--- config.mk ---
export PLATFORM = sky130hd
export DESIGN_NAME = pso_panel_switch_override
export DESIGN_NICKNAME = d
export VERILOG_FILES = /design/src/include/pso_pkg.sv /design/src/pso_panel_switch_override.sv
export SDC_FILE = /design/constraint.sdc
export NUM_CORES = 1
export LEC_CHECK = 0
export BUFFER_PORTS_ARGS = -buffer_cell sky130_fd_sc_hd__buf_4
export CAP_MARGIN = 10
export CORE_ASPECT_RATIO = 0.8
export CORE_MARGIN = 3
export CORE_UTILIZATION = 45
export DETAILED_ROUTE_END_ITERATION = 7
export GPL_TIMING_DRIVEN = 0
export PLACE_DENSITY = 0.62
export SLEW_MARGIN = 10
export SYNTH_ARGS = -nofsm -noshare
export SYNTH_HDL_FRONTEND = slang
export SYNTH_SLANG_ARGS = --single-unit
export TNS_END_PERCENT = 10
--- constraint.sdc ---
create_clock -name clk_sys -period 19.3 [get_ports clk_sys]
set_clock_uncertainty 0.2 [all_clocks]
set_input_delay 1.93 -clock clk_sys [delete_from_list [all_inputs] [get_ports clk_sys]]
set_output_delay 1.93 -clock clk_sys [all_outputs]
set_load 0.03 [all_outputs]
--- src/include/pso_pkg.sv ---
package pso_pkg;
  // Register number of the key status and control word
  localparam logic [15:0] PSO_REG_KEYS_ADDR  = 16'h00F7;
  localparam int          PSO_KEY_COUNT      = 26;
  // Field positions
  localparam int          PSO_BIT_PROG       = 0;
  localparam int          PSO_BIT_DOWN       = 1;
  localparam int          PSO_BIT_UP         = 2;
  localparam int          PSO_BIT_LOCK_PROG  = 3;
  localparam int          PSO_BIT_LOCK_SP    = 4;
  localparam int          PSO_BIT_FKEY1      = 5;
  localparam int          PSO_BIT_FKEY5      = 9;
  localparam int          PSO_BIT_MODE       = 15;
  localparam int          PSO_BIT_DIGIT1     = 16;
  localparam int          PSO_BIT_DIGIT0     = 25;
  localparam int          PSO_REMOTE_BITS    = 8;
  // Implemented bits: 0..9, 15, 16..25; reserved read as zero
  localparam logic [31:0] PSO_IMPL_MASK      = 32'h03FF_83FF;
  localparam logic [31:0] PSO_KEY_MASK       = 32'h03FF_03FF;
  localparam logic        PSO_MODE_RESET     = 1'b0;
  localparam logic [31:0] PSO_SIM_RESET      = 32'h0000_0000;
  // Debounce time and its cycle count at 250 MHz
  localparam int          PSO_CLK_MHZ        = 250;
  localparam int          PSO_DEBOUNCE_US    = 10000;
  localparam int          PSO_DEBOUNCE_CYC   = PSO_DEBOUNCE_US * PSO_CLK_MHZ;
  localparam int          PSO_DB_CNT_W       = 22;
endpackage : pso_pkg

--- src/pso_panel_switch_override.sv ---
`timescale 1ns/1ps
module pso_panel_switch_override #(
  parameter int DEBOUNCE_CYC = pso_pkg::PSO_DEBOUNCE_CYC,
  parameter logic [31:0] MODEL_MASK = pso_pkg::PSO_KEY_MASK
) (
  input  wire logic        clk_sys,
  input  wire logic        rst_n,
  input  wire logic [25:0] panel_pin,
  input  wire logic        reg_wr,
  input  wire logic        reg_rd,
  input  wire logic [15:0] reg_addr,
  input  wire logic [31:0] reg_wdata,
  output logic      [31:0] reg_rdata,
  output logic             reg_ack,
  input  wire logic        editing_active,
  output logic      [25:0] key_to_firmware,
  output logic      [25:0] key_press_pulse,
  output logic      [2:0]  fkey_handler_pulse,
  output logic             remote_mode
);
  localparam int KN = pso_pkg::PSO_KEY_COUNT;

  logic          rst_s1;
  logic          rst_s2;
  logic [KN-1:0] pin_s1;
  logic [KN-1:0] pin_s2;
  logic [KN-1:0] deb;
  logic [KN-1:0] next_deb;
  logic [31:0]   sim;
  logic [31:0]   next_sim;
  logic          mode;
  logic          next_mode;
  logic [31:0]   rdata;
  logic [31:0]   next_rdata;
  logic          ack;
  logic          next_ack;
  logic [KN-1:0] fw;
  logic [KN-1:0] next_fw;
  logic [KN-1:0] press;
  logic [KN-1:0] next_press;
  logic [2:0]    fh;
  logic [2:0]    next_fh;
  logic [31:0]   key_word;
  logic [KN-1:0] deb_keys;
  logic [KN-1:0] sim_keys;
  logic          hit;
  logic          next_rst_s1;
  logic          next_rst_s2;
  logic [KN-1:0] next_pin_s1;
  logic [KN-1:0] next_pin_s2;
  logic          wr_hit;
  logic          rd_hit;
  logic          miss;
  logic [31:0]   read_word;
  logic [2:0]    fkey_press;

  // Reset release path: two stages so the rest sees a clean release
  always_comb begin
    next_rst_s1 = 1'b1;
    next_rst_s2 = rst_s1;
  end

  always_ff @(posedge clk_sys or negedge rst_n) begin
    if (!rst_n) begin
      rst_s1 <= 1'b0;
      rst_s2 <= 1'b0;
    end else begin
      rst_s1 <= next_rst_s1;
      rst_s2 <= next_rst_s2;
    end
  end

  // Panel contacts are asynchronous: two stages before any logic
  always_comb begin
    next_pin_s1 = panel_pin;
    next_pin_s2 = pin_s1;
  end

  always_ff @(posedge clk_sys or negedge rst_s2) begin
    if (!rst_s2) begin
      pin_s1 <= '0;
      pin_s2 <= '0;
    end else begin
      pin_s1 <= next_pin_s1;
      pin_s2 <= next_pin_s2;
    end
  end

  // Per-input debounce: accept a new level after it holds steady
  genvar g;
  generate
    for (g = 0; g < KN; g++) begin : g_deb
      logic [pso_pkg::PSO_DB_CNT_W-1:0] cnt;
      logic [pso_pkg::PSO_DB_CNT_W-1:0] next_cnt;
      always_comb begin
        next_cnt    = '0;
        next_deb[g] = deb[g];
        if (pin_s2[g] != deb[g]) begin
          if (int'(cnt) >= DEBOUNCE_CYC - 1) begin
            next_deb[g] = pin_s2[g];
          end else begin
            next_cnt = cnt + 1'b1;
          end
        end
      end
      always_ff @(posedge clk_sys or negedge rst_s2) begin
        if (!rst_s2) begin
          cnt <= '0;
        end else begin
          cnt <= next_cnt;
        end
      end
    end
  endgenerate

  always_ff @(posedge clk_sys or negedge rst_s2) begin
    if (!rst_s2) begin
      deb <= '0;
    end else begin
      deb <= next_deb;
    end
  end

  // Place debounced inputs into register layout
  always_comb begin
    key_word = '0;
    key_word[pso_pkg::PSO_BIT_PROG]      = deb[0];
    key_word[pso_pkg::PSO_BIT_DOWN]      = deb[1];
    key_word[pso_pkg::PSO_BIT_UP]        = deb[2];
    key_word[pso_pkg::PSO_BIT_LOCK_PROG] = deb[3];
    key_word[pso_pkg::PSO_BIT_LOCK_SP]   = deb[4];
    key_word[pso_pkg::PSO_BIT_FKEY5:pso_pkg::PSO_BIT_FKEY1] =
      deb[9:5];
    key_word[pso_pkg::PSO_BIT_DIGIT0:pso_pkg::PSO_BIT_DIGIT1] =
      deb[19:10];
    key_word = key_word & MODEL_MASK;
  end

  // Compact key order: register bits 0-9, then 16-25, top six unused
  always_comb begin
    deb_keys = {6'h00, key_word[25:16], key_word[9:0]};
    sim_keys = {6'h00, sim[25:16], sim[9:0]};
  end

  // Address decode; a write wins over a read in the same cycle
  always_comb begin
    hit    = (reg_addr == pso_pkg::PSO_REG_KEYS_ADDR);
    wr_hit = hit && reg_wr;
    rd_hit = hit && reg_rd && !reg_wr;
    miss   = !hit && (reg_wr || reg_rd);
  end

  // Read word: physical keys and mode only, host bits never read back
  always_comb begin
    read_word = key_word & pso_pkg::PSO_KEY_MASK;
    read_word[pso_pkg::PSO_BIT_MODE] = mode;
  end

  // Host-written state: mode bit and simulated keys
  always_comb begin
    next_sim  = sim;
    next_mode = mode;
    if (wr_hit) begin
      next_mode = reg_wdata[pso_pkg::PSO_BIT_MODE];
      next_sim  = reg_wdata & pso_pkg::PSO_KEY_MASK;
    end
  end

  always_ff @(posedge clk_sys or negedge rst_s2) begin
    if (!rst_s2) begin
      sim  <= pso_pkg::PSO_SIM_RESET;
      mode <= pso_pkg::PSO_MODE_RESET;
    end else begin
      sim  <= next_sim;
      mode <= next_mode;
    end
  end

  // Every access is acknowledged; unmapped ones read zero
  always_comb begin
    next_ack   = wr_hit || rd_hit || miss;
    next_rdata = rdata;
    if (rd_hit) begin
      next_rdata = read_word;
    end else if (miss) begin
      next_rdata = 32'h0000_0000;
    end
  end

  always_ff @(posedge clk_sys or negedge rst_s2) begin
    if (!rst_s2) begin
      rdata <= '0;
      ack   <= 1'b0;
    end else begin
      rdata <= next_rdata;
      ack   <= next_ack;
    end
  end

  // Keys seen by firmware: in remote mode host bits replace bits 0-7;
  // host bits above that are stored but never reach the firmware
  genvar k;
  generate
    for (k = 0; k < KN; k++) begin : g_fw
      always_comb begin
        next_fw[k] = deb_keys[k];
        if (mode && (k < pso_pkg::PSO_REMOTE_BITS)) begin
          next_fw[k] = sim_keys[k];
        end
        next_press[k] = next_fw[k] && !fw[k];
      end
    end
  endgenerate

  always_ff @(posedge clk_sys or negedge rst_s2) begin
    if (!rst_s2) begin
      fw    <= '0;
      press <= '0;
    end else begin
      fw    <= next_fw;
      press <= next_press;
    end
  end

  // Handler pulses for function keys 1-3; editing swallows them,
  // while the status bit still shows the press
  always_comb begin
    fkey_press =
      next_press[pso_pkg::PSO_BIT_FKEY1+2:pso_pkg::PSO_BIT_FKEY1];
    next_fh = 3'h0;
    if (!editing_active) begin
      next_fh = fkey_press;
    end
  end

  always_ff @(posedge clk_sys or negedge rst_s2) begin
    if (!rst_s2) begin
      fh <= 3'h0;
    end else begin
      fh <= next_fh;
    end
  end

  assign reg_rdata          = rdata;
  assign reg_ack            = ack;
  assign key_to_firmware    = fw;
  assign key_press_pulse    = press;
  assign fkey_handler_pulse = fh;
  assign remote_mode        = mode;
endmodule : pso_panel_switch_override

Yosys cells after proc, flatten, opt, wreduce, memory -nomap -nowiden
Cells that the tools add are included.
{"block": "op_classes", "addsub": 20, "n_mul": 0, "n_div": 0, "n_lt_le_gt_ge": 20, "n_eq_ne": 21, "n_shift": 0, "muxes": 51, "n_bitwise": 0, "n_reduce_logical": 70}
{"operator": "$mux W22", "n": 40}
{"operator": "$add A22 B1 Y22 const B", "n": 20}
{"operator": "$ge A22 B22 Y1 const B", "n": 20}
{"operator": "$mux W32", "n": 2}
{"operator": "$reduce_and A2 Y1", "n": 20}
{"operator": "$logic_and A1 B1 Y1", "n": 24}
{"operator": "$logic_not A1 Y1", "n": 22}
{"operator": "$ne A1 B1 Y1", "n": 20}
{"operator": "$eq A16 B8 Y1 const B", "n": 1}
{"operator": "$mux W1", "n": 8}
{"operator": "$logic_or A1 B1 Y1", "n": 3}
{"operator": "$mux W3", "n": 1}
{"operator": "$reduce_bool A2 Y1", "n": 1}
{"block": "totals", "reg_bits": 587, "latchBits": 0, "ramBits": 0, "mem_bits_ro": 0, "out_inout_bits": 89, "elab_cells": 233, "n_memories": 0}

Longest topological paths before layout
Gate-level depths: netlist (run 1).
{"block": "logic_depth", "depth_word": 5, "mapped_depth": 8}

Least setup slack after synthesis (run 1)
OpenSTA, ideal clock, no wires.
{"block": "synth_path", "path_kind": "input to register", "startpoint": "in reg_addr[10]", "endpoint": "reg mode (netlist: remote_mode)", "setup_ps": 125, "arrival_ps": 3073, "required_time_ps": 18975, "path_slack_ps": 15902, "path_stages": 5, "path_cell_list": "nor4_1 -> nand2_1 -> nor3_2 -> nand2_2 -> mux2_2"}
{"block": "synth_between", "elab_chain_len": 2}
{"item": "start, declared", "line_no": "pso_panel_switch_override.sv:11", "text": "input wire logic [15:0] reg_addr,"}
{"item": "$eq A16 B8 Y1", "line_no": "pso_panel_switch_override.sv:147", "text": "hit = (reg_addr == pso_pkg::PSO_REG_KEYS_ADDR);"}
{"item": "$logic_and A1 B1 Y1", "line_no": "pso_panel_switch_override.sv:148", "text": "wr_hit = hit && reg_wr;"}
{"item": "end signal, assigned", "line_no": "pso_panel_switch_override.sv:172", "text": "mode <= pso_pkg::PSO_MODE_RESET;"}
{"item": "end signal, assigned", "line_no": "pso_panel_switch_override.sv:175", "text": "mode <= next_mode;"}
{"item": "end, declared", "line_no": "pso_panel_switch_override.sv:31", "text": "logic mode;"}
Every way passes these cells.
A chain may end at the register's enable or synchronous reset.

Worst setup path after layout (run 1)
{"block": "layout_path", "startpoint": "in reg_addr[10]", "endpoint": "reg sim[7]"}
{"block": "layout_between", "elab_chain_len": 2}
{"item": "$eq A16 B8 Y1", "line_no": "pso_panel_switch_override.sv:147"}
{"item": "$logic_and A1 B1 Y1", "line_no": "pso_panel_switch_override.sv:148"}
{"item": "end signal, assigned", "line_no": "pso_panel_switch_override.sv:171", "text": "sim <= pso_pkg::PSO_SIM_RESET;"}
{"item": "end signal, assigned", "line_no": "pso_panel_switch_override.sv:174", "text": "sim <= next_sim;"}
{"item": "end, declared", "line_no": "pso_panel_switch_override.sv:29", "text": "logic [31:0] sim;"}
Every way passes these cells.

==> results of run 1 <==
final cells by class:
class                   instances  area [µm²]
well taps                     769         962
fillers                      5284       27600
clock buffers                  84        1710
clock inverters                22         318
plain buffers                  92         510
flip-flops and latches        576       14400
multi-input cells            2005       12100
inverters                      48         180
repair buffers                125        1130
how the worst min path moves through the flow:
stage,to,depth (start not counted)
6_report,g_deb[10].cnt[14],0
3_5_place_dp,g_deb[10].cnt[14],0
4_1_cts,g_deb[10].cnt[14],0
5_1_grt,g_deb[10].cnt[14],0
3_3_place_gp,pin_s2[12],0
2_1_floorplan,pin_s2[0],0
state kept, by name (all words and copies together), names as in the netlist:
register	count
g_deb.cnt	440
reg_rdata	21
deb	20
key_press_pulse	20
key_to_firmware	20
next_pin_s2	20
pin_s2	20
sim	8
fkey_handler_pulse	3
next_rst_s2	1
reg_ack	1
remote_mode	1
rst_s2	1
power breakdown:
group | internal (mW) | total [mW] | leakage [nW] | switching (mW)
combinational | 0.0343 | 0.0988 | 4.97 | 0.0644
sequential | 1.22 | 1.24 | 7.90 | 0.0191
clock | 0.719 | 1.19 | 1.01 | 0.472
per-layer routing:
layer  vias to the layer above  routed length (µm)  global-route usage, %
met3                        83                3350                   4.25
met1                      9529               27400                   26.1
met5                         -                  60                      0
li1                       9615                   -                      -
met4                         8                1270                   5.02
met2                       314               24200                   27.5
Yosys cell counts, types with 3 or more instances:
master,number
o21ai_0,35
or3_1,22
or4_1,7
buf_2,43
inv_1,48
nand2_1,178
nor4b_1,4
or2_2,11
nand3_1,176
nand4_1,112
dfrtp_1,576
clkbuf_1,19
nor4_2,9
xor2_1,236
a41oi_1,11
nor2_1,539
xnor2_1,170
a41o_1,3
a211o_1,13
nor2b_1,43
o311ai_2,4
a21boi_0,9
o31ai_1,11
mux2_2,31
and2_1,13
o2111ai_1,9
a21oi_1,22
nand2b_1,8
nor4_4,3
and3_1,57
and4_1,33
nand4b_1,3
buf_4,25
ha_1,20
mux2i_1,3
nor3_1,57
nor2_2,20
o211ai_1,3
a31oi_1,29
o21ai_1,5
nor4_1,41
logic make-up after synthesis:
family                   Yosys count  synth area share, %
AND/OR/NAND/NOR                 1349                 24.4
multiplexers                      35                 1.44
flip-flops                       576                 53.1
AO/OA/AOI/OAI                    171                 4.45
other                              2               0.0277
buffers and inverters            140                 2.55
adder cells (fa/ha/maj)           20                0.923
XOR/XNOR                         406                 13.1
worst max-delay path: stages:
cell	delay (ns)
buf_4	0.11
nor4_1	0.27
nand2_1	0.10
nor3_2	0.61
nand2_2	0.45
mux2_2	0.40
through the flow:
| step | area, µm² | TNS [ns] | total power [mW] | hold WS [ns] |
|---|---|---|---|---|
| final | 31300 | 0 | 2.53 | 0.0864 |
| after global routing | 31300 | 0 | 2.64 | 0.139 |
| after global placement | 29000 | -2502.20 | 1.36 | 0.132 |
| after detailed placement | 29300 | 0 | 1.37 | 0.109 |
| after floorplan | 27200 | 0 | 1.33 | 0.131 |
| after CTS | 31300 | 0 | 2.57 | 0.115 |
==> summary.md, run 1 <==
| Metric | Value |
|---|---|
| Full die area | `0.0633 mm²` |
| Crit path kind | `input pin to flip-flop` |
| Post-CTS Resized | `0` |
| Initial antenna violation count | `6` |
| Initial core utilization | `46.0%` |
| Final Net Count | `3005` |
| CP Capture Type | `flip-flop` |
| Layout cell share with drive strength beyond 1 | `12.9%` |
| Yosys reg bits | `576` |
| DR iter-0 viols | `1311` |
| Setup slack, reg-to-reg | `16.93 ns` |
| Status | `completed` |
| CTS root buf | `clkbuf_16` |
| Post-route setup slack | `15.69 ns` |
| CTS Buf Count | `58` |
| Post-DRT Antenna Nets | `0` |
| Final slew viol count | `0` |
| Vias post-DR | `19500` |
| Clock-pin slew on the worst setup and hold paths | `0.06 ns` |
| Ports | `168` |
| Max cap viols | `0` |
| GRT Util Overall | `18.1%` |
| Total Wirelength | `56300 µm` |
| Placed cell count | `3615` |
| Most common cell after layout, fill and taps aside | `dfrtp_1` |
| Initial DRT Pass Iterations | `5` |
| Final Util | `53.2%` |
| WL per Instance | `15.1 µm` |
| Max Buffers Root-to-Sink | `3` |
| # setup viols final | `0` |
| DRC violations left | `0` |
| Synth Warn # | `0` |
| Vias per cell | `5.25` |
| Core ar. | `0.0589 mm²` |
| CTS sink count | `576` |
| Rel. slew slack | `31.3%` |
| Post-synth top flop | `dfrtp_1` |
| Period utilisation layout | `18.7%` |
| Cell Pwr Density | `80.9 mW/mm²` |
| RSZ-0062 raised after global routing | `false` |
| Die extent in y | `226 µm` |
| Post-CTS Setup Inserts | `0` |
| Crit path from | `reg_addr[10]` |
| Crit path required time | `19.59 ns` |
| Register area share after synthesis | `53.1%` |
| Crit path DAT | `3.89 ns` |
| Dpl hpwl | `39600 µm` |
| Hold crit path type | `flip-flop to async pin` |
| Grt total ovfl | `0` |
| Largest net degree at the start of global routing | `64` |
| H-tree depth | `2` |
| CTS tree | `done` |
| CP Max Fanout | `9` |
| Leakage power | `13.9 nW` |
| Cell count after synthesis | `2699` |
| Post-layout min period | `3.61 ns` |
| Fin cells | `3721` |
| RR Startpoint | `g_deb[15].cnt[0]` |
| Post-synthesis async set-or-reset flop share | `100%` |
| # hold bufs at CTS | `0` |
| Commonest non-fill, non-tap cells in the layout | `dfrtp_1, nor2_1, xor2_1` |
| Row cnt | `79` |
| Cell Area, Synth | `0.0271 mm²` |
| Worst reg2reg path endpoint | `g_deb[15].cnt[18]` |
| Pre-CTS WS | `15.09 ns` |
| Top post-synthesis cells by area | `dfrtp_1, xor2_1, nor2_1` |
| Clk_lat worst skew | `0.61 ns` |
| Yosys top cell area share | `53.1%` |
| Vias in the first global route | `19300` |
| PortBufs | `114` |
| Synth unique cells | `67` |
| Actual slew at the worst max-slew pin | `1.03 ns` |
| Crit path capture | `sim[7]` |
| Cell accounting for the most synthesized area | `dfrtp_1` |
| Reg2reg path depth | `6` |
| Maximum VDD drop | `0.0615 mV` |
| Crit start category | `input pin` |
| Fmax | `277 MHz` |
| Die Width | `280 µm` |
| Area delta synth->final | `15.5%` |
| GP Congestion | `0.830` |
| N_diodes | `0` |
| Syn avg cell area | `10.0 µm²` |
| EDFF count, synth | `0` |
| Hold Violations, Final | `0` |
| Global-route wire length before repair | `95800 µm` |
No activity file was read; power rests on OpenSTA's default activity.
==> run 2, diff against run 1 <==
--- a/config.mk
+++ b/config.mk
@@ -12,7 +12,7 @@
 export CORE_UTILIZATION = 45
 export DETAILED_ROUTE_END_ITERATION = 7
 export GPL_TIMING_DRIVEN = 0
-export PLACE_DENSITY = 0.62
+export PLACE_DENSITY = 0.64
 export SLEW_MARGIN = 10
 export SYNTH_ARGS = -nofsm -noshare
 export SYNTH_HDL_FRONTEND = slang
==> constraint.sdc (replaced) <==
create_clock -name clk_sys -period 3.1 [get_ports clk_sys]
set_clock_uncertainty 0.2 [all_clocks]
set_input_delay 0.31 -clock clk_sys [delete_from_list [all_inputs] [get_ports clk_sys]]
set_output_delay 0.31 -clock clk_sys [all_outputs]
set_load 0.03 [all_outputs]
==> run 2 against run 1 <==
  * Non-clock buffer count rose by 34
  * Design area rose by 0.92%
  * Final cell count rose by 0.99%
  * Setup slack got worse by 15 ns
  * Largest power group unchanged
  * Highest routed layer unchanged
==> summary.md, run 2 (synthesis results as in run 1) <==
| Metric | Value |
|---|---|
| Multi-input gate area | `0.0121 mm²` |
| Row cnt | `79` |
| Dpl cell area | `0.0293 mm²` |
| Cell Pwr Density | `491 mW/mm²` |
| GRT Util Overall | `18.0%` |
| Post-layout min period | `2.35 ns` |
| CP Max Fanout | `10` |
| Vias per cell | `5.26` |
| Grt total ovfl | `0` |
| CTS Buf Count | `59` |
| Pre-CTS WS | `0.421 ns` |
| CP Capture Type | `flip-flop` |
| Final slew viol count | `0` |
| Crit start category | `flip-flop` |
| Full die area | `0.0633 mm²` |
| Most common cell after layout, fill and taps aside | `dfrtp_1` |
| Final Util | `53.7%` |
| Commonest non-fill, non-tap cells in the layout | `dfrtp_1, nor2_1, xor2_1` |
| CTS tree | `done` |
| Final-layout fill cell count | `5230` |
| Post-CTS Resized | `0` |
| RSZ-0062 raised after global routing | `false` |
| Final Net Count | `3040` |
| Largest net degree at the start of global routing | `60` |
| Post-layout power | `15.5 mW` |
| Maximum VDD drop | `0.460 mV` |
| Total Wirelength | `55600 µm` |
| Die extent in y | `226 µm` |
| Hold Violations, Final | `0` |
| Vias post-DR | `19800` |
| # hold bufs at CTS | `35` |
| Global-route wire length before repair | `94800 µm` |
| Max reg flops | `440` |
| N_diodes | `0` |
| Fin Hold WS | `0.111 ns` |
| CTS sink count | `576` |
| Post-CTS Setup Inserts | `0` |
| GP Congestion | `0.855` |
| Ports | `168` |
| Crit path DAT | `2.68 ns` |
| PortBufs | `114` |
| Period utilisation layout | `75.7%` |
| DRC violations left | `0` |
| Register name with the most flops | `g_deb.cnt` |
| Fin cells | `3758` |
| Vias in the first global route | `19300` |
| Hold crit path type | `input pin to flip-flop` |
| Actual slew at the worst max-slew pin | `0.959 ns` |
| DR iter-0 viols | `1439` |
| Max cap viols | `0` |
| H-tree depth | `2` |
| Dpl hpwl | `38800 µm` |
| Layout cell share with drive strength beyond 1 | `12.7%` |
| Initial DRT Pass Iterations | `5` |
| Clock-pin slew on the worst setup and hold paths | `0.06 ns` |
| Post-route cell area | `0.0316 mm²` |
| TNS Setup | `0 ns` |
| Leakage power | `14.0 nW` |
| Post-DRT Antenna Nets | `0` |
| Placed cell count | `3614` |
| Initial core utilization | `46.0%` |
| Area delta synth->final | `16.6%` |
| Status | `completed` |
| CTS root buf | `clkbuf_16` |
| Core ar. | `0.0589 mm²` |
| Crit path required time | `3.43 ns` |
| # setup viols final | `0` |
| Die Width | `280 µm` |
| Fmax | `426 MHz` |
| WL per Instance | `14.8 µm` |
| Post-route setup slack | `0.753 ns` |
| Clk_lat worst skew | `0.61 ns` |
| Register area | `0.0144 mm²` |
| Max Buffers Root-to-Sink | `3` |
| Initial antenna violation count | `3` |
| Rel. slew slack | `36.1%` |
| Crit path kind | `flip-flop to flip-flop` |
run 2: changes by cell type in the layout (fill, tap and decap cells not counted):
cell	previous run	this run
clkinv_2	12	10
buf_12	4	1
inv_6	1	0
dlygate4sd3_1	0	35
clkbuf_8	14	18
clkbuf_1	30	32
buf_16	7	9
clkinvlp_4	0	4
clkbuf_16	59	61
bufinv_16	8	2
run 2: cell type report:
cell class / count / share of cell area [%]
Multi-Input combinational cell: 2005 / 38.3
Clock inverter: 17 / 0.471
Timing Repair Buffer: 159 / 4.66
Tap cell: 769 / 3.04
Sequential cell: 576 / 45.6
Clock buffer: 92 / 5.77
Inverter: 48 / 0.570
Buffer: 92 / 1.61
run 2: critical path, stage by stage (launching register included):
cell       delay [ns]
dfrtp_1          0.43
ha_1             0.27
and4_1           0.25
o2111ai_1        0.23
a21oi_1          0.13
or3_4            0.41
buf_2            0.21
nor2_1           0.14
run 2: power breakdown:
group	total (mW)	internal (mW)	switching (mW)	leakage, nW
registers	7.75	7.63	0.125	7.90
logic	0.645	0.241	0.404	5.11
clock network	7.12	4.18	2.94	0.969
run 2: path summary, 6_finish.rpt:
check / start / end / slack [ns] / cells after the start
worst min register to register: next_pin_s2[12] / pin_s2[12] / 0.14 / 0
worst max register to register: g_deb[7].cnt[0] / g_deb[7].cnt[20] / 0.75 / 7
min in group asynchronous: rst_s2 / g_deb[10].cnt[16] / 0.21 / 0
max in group asynchronous: rst_s2 / g_deb[1].cnt[2] / 0.84 / 4
worst min-delay path: reg_addr[14] / reg_rdata[0] / 0.11 / 6
worst max-delay path: g_deb[7].cnt[0] / g_deb[7].cnt[20] / 0.75 / 7
run 2: routing by layer:
metal  global-route usage (%)  wire [µm]
met4                     4.75       1100
met5                        0          7
met1                     26.4      27600
met2                     27.1      23900
met3                     3.75       2910
==> run 3, diff against run 2 <==
--- a/config.mk
+++ b/config.mk
@@ -5,6 +5,7 @@
 export SDC_FILE = /design/constraint.sdc
 export NUM_CORES = 1
 export LEC_CHECK = 0
+export ABC_AREA = 1
 export BUFFER_PORTS_ARGS = -buffer_cell sky130_fd_sc_hd__buf_4
 export CAP_MARGIN = 10
 export CORE_ASPECT_RATIO = 0.8
@@ -12,7 +13,7 @@
 export CORE_UTILIZATION = 45
 export DETAILED_ROUTE_END_ITERATION = 7
 export GPL_TIMING_DRIVEN = 0
-export PLACE_DENSITY = 0.64
+export PLACE_DENSITY = 0.62
 export SLEW_MARGIN = 10
 export SYNTH_ARGS = -nofsm -noshare
 export SYNTH_HDL_FRONTEND = slang
==> constraint.sdc (replaced) <==
create_clock -name clk_sys -period 2.2 [get_ports clk_sys]
set_clock_uncertainty 0.2 [all_clocks]
set_input_delay 0.22 -clock clk_sys [delete_from_list [all_inputs] [get_ports clk_sys]]
set_output_delay 0.22 -clock clk_sys [all_outputs]
set_load 0.03 [all_outputs]
==> run 3 against run 2 <==
  * Synthesized area is 19% higher
  * Clock-buffer cell count is 12 lower
  * Highest routed layer unchanged
  * Design area is 18% higher
  * Largest power group unchanged
  * Combinational power is 52% higher
  * Total power is 46% higher
  * Critical endpoint is now reg_rdata[23]
==> summary.md, run 3 <==
| Metric | Value |
|---|---|
| Status | `completed` |
| CTS tree | `done` |
| GP Congestion | `0.893` |
| H-tree depth | `2` |
| Synth Area in Adders | `0.777%` |
| Ports | `168` |
| Vias post-DR | `26600` |
| Vias in the first global route | `24500` |
| Fmax | `478 MHz` |
| Total Wirelength | `72100 µm` |
| # setup viols final | `0` |
| Initial DRT Pass Iterations | `5` |
| Synth cell count leaders | `nand2_1, nor2_1, dfrtp_1, inv_1, nand3_1` |
| Full die area | `0.0748 mm²` |
| Crit path DAT | `2.45 ns` |
| Post-route setup slack | `0.110 ns` |
| EDFF count, synth | `0` |
| Post-Synth Simple-Gate Area | `38.5%` |
| Yosys top cell area share | `44.7%` |
| DRC violations left | `0` |
| Register name with the most flops | `g_deb.cnt` |
| Synth Warn # | `0` |
| Synth unique cells | `42` |
| Crit path kind | `input pin to flip-flop` |
| Mux cell area share after synthesis | `0%` |
| Xor and xnor area share after synthesis | `6.67%` |
| Final-layout fill cell count | `6794` |
| Post-CTS Setup Inserts | `0` |
| Vias per cell | `4.78` |
| Post-synthesis compound-gate area fraction | `2.30%` |
| Clk_lat worst skew | `0.63 ns` |
| Switching power | `5.18 mW` |
| Period utilisation layout | `95.0%` |
| Pre-CTS WS | `-0.266 ns` |
| Max reg flops | `440` |
| Cell Pwr Density | `608 mW/mm²` |
| Cell count after synthesis | `4318` |
| Hold crit path type | `input pin to flip-flop` |
| Max Buffers Root-to-Sink | `3` |
| Int Pwr | `17.5 mW` |
| CTS Buf Count | `61` |
| Syn avg cell area | `7.46 µm²` |
| GRT Util Overall | `19.4%` |
| Final slew viol count | `0` |
| Most common cell after layout, fill and taps aside | `nand2_1` |
| Maximum VDD drop | `0.710 mV` |
| Yosys reg bits | `576` |
| Row cnt | `87` |
| Final Net Count | `4679` |
| Actual slew at the worst max-slew pin | `1.13 ns` |
| Post-synthesis async set-or-reset flop share | `100%` |
| Hold Violations, Final | `0` |
| Area delta synth->final | `15.6%` |
| Fin cells | `5563` |
| Max cap viols | `0` |
| Commonest non-fill, non-tap cells in the layout | `nand2_1, nor2_1, dfrtp_1` |
| CTS sink count | `576` |
| Clock-pin slew on the worst setup and hold paths | `0.06 ns` |
| Global-route wire length before repair | `122000 µm` |
| Die Width | `305 µm` |
| Largest net degree at the start of global routing | `63` |
| Switching share of power | `22.9%` |
| Seq pwr share | `47.9%` |
| CP Capture Type | `flip-flop` |
| Initial core utilization | `45.6%` |
| Most common cell in the netlist | `nand2_1` |
| Die extent in y | `245 µm` |
| WL per Instance | `13.0 µm` |
| Dpl hpwl | `53100 µm` |
| Post-synth top flop | `dfrtp_1` |
| CP Max Fanout | `10` |
| Post-layout min period | `2.09 ns` |
| Cell Area, Synth | `0.0322 mm²` |
| Crit path required time | `2.56 ns` |
| CTS root buf | `clkbuf_16` |
| Clock network fraction of total power | `47.8%` |
| Initial antenna violation count | `3` |
| Top post-synthesis cells by area | `dfrtp_1, nand2_1, nor2_1` |
| Rel. slew slack | `24.7%` |
| Grt total ovfl | `0` |
| Leakage power | `17.2 nW` |
| Post-DRT Antenna Nets | `0` |
| RSZ-0062 raised after global routing | `false` |
| Combinational fraction of design power | `4.3%` |
| Register area share after synthesis | `44.7%` |
| Largest family of logic cells by synthesized area | `simple AND/OR/NAND/NOR gates` |
| PortBufs | `115` |
| Crit start category | `input pin` |
| Cell accounting for the most synthesized area | `dfrtp_1` |
| Core ar. | `0.0706 mm²` |
| Layout cell share with drive strength beyond 1 | `11.7%` |
| N_diodes | `0` |
| DR iter-0 viols | `1864` |
| Placed cell count | `5399` |
## run 3: changes by cell type after synthesis, sizes merged, moves of 33 or more
cell | previous run | this run
and4 | 33 | 0
inv | 48 | 451
nor2 | 559 | 1087
nor2b | 43 | 0
nor4 | 53 | 0
o21ai | 40 | 92
nand2 | 179 | 1331
xnor2 | 170 | 80
nand3 | 177 | 254
and3 | 57 | 0
xor2 | 236 | 161
## run 3: logic make-up after synthesis
logic type      Yosys count
fa+ha+maj                20
simple gates           2831
buf+inv                 515
compound gates          133
xor+xnor                241
flops                   576
other cells               2
## run 3: routing by layer
layer | wire length [µm] | vias to the layer above | global-route usage [%]
li1 | - | 13800 | -
met1 | 38200 | 12200 | 30.7
met2 | 28900 | 470 | 27.7
met3 | 3700 | 104 | 3.13
met4 | 1260 | 4 | 4.42
met5 | 21 | - | 0
## run 3: worst paths after layout
path                                       from           endpoint  slack (ns)  cells past startpoint
worst max register to register  g_deb[2].cnt[0]   g_deb[2].cnt[13]        0.18                      9
min in group asynchronous                rst_s2  g_deb[11].cnt[20]        0.07                      0
worst max-delay path                     reg_wr      reg_rdata[23]        0.11                      7
worst min-delay path              panel_pin[16]    next_pin_s2[16]        0.04                      2
worst min register to register           rst_s2  g_deb[11].cnt[20]        0.07                      0
max in group asynchronous                rst_s2    g_deb[7].cnt[3]        0.41                      3
## run 3: worst max-delay path: stages
cell and delay [ns]:
dlygate4sd3_1 0.58, buf_4 0.14, inv_1 0.17, nand2_1 0.19, buf_1 0.85, nand3_1 0.18, nand2_1 0.11
## run 3: power by group through the flow
| stage | Combinational (mW) | Sequential (mW) | Clock [mW] |
|---|---|---|---|
| detailed placement | 0.937 | 11.0 | 0 |
| CTS | 1.01 | 10.8 | 11.2 |
| global placement | 0.671 | 11.2 | 0 |
| floorplan | 0.488 | 11.2 | 0 |
| global route | 1.11 | 10.9 | 11.6 |
| finish | 0.980 | 10.9 | 10.8 |
## run 3: metrics by stage
stage          hold slack (ns)  area [µm²]   TNS, ns  util, %  total power [mW]
3_3_place_gp            -0.197       34300  -3382.19     48.6              11.9
6_report                0.0445       37200         0     52.7              22.6
2_1_floorplan           -0.276       32300  -2061.99        -              11.6
5_1_grt                 0.0318       37200         0     52.7              23.6
4_1_cts               0.000643       37200         0     52.7              23.0
3_5_place_dp            -0.196       34600     -1.42     49.0              12.0
## run 3: layout make-up
class	instances	area [µm²]	share of cell area [%]
plain buffers	62	539	1.45
clock buffers	80	1740	4.68
clock inverters	32	370	0.995
inverters	453	1700	4.57
multi-input cells	3249	15600	42.0
flip-flops and latches	576	14400	38.7
well taps	934	1170	3.14
repair buffers	177	1640	4.42
## run 3: what timing repair did
item	4_1_cts	5_1_grt
hold buffers	52	0
setup endpoints to repair	0	2
hold endpoints to repair	46	0
gates resized for setup	0	2
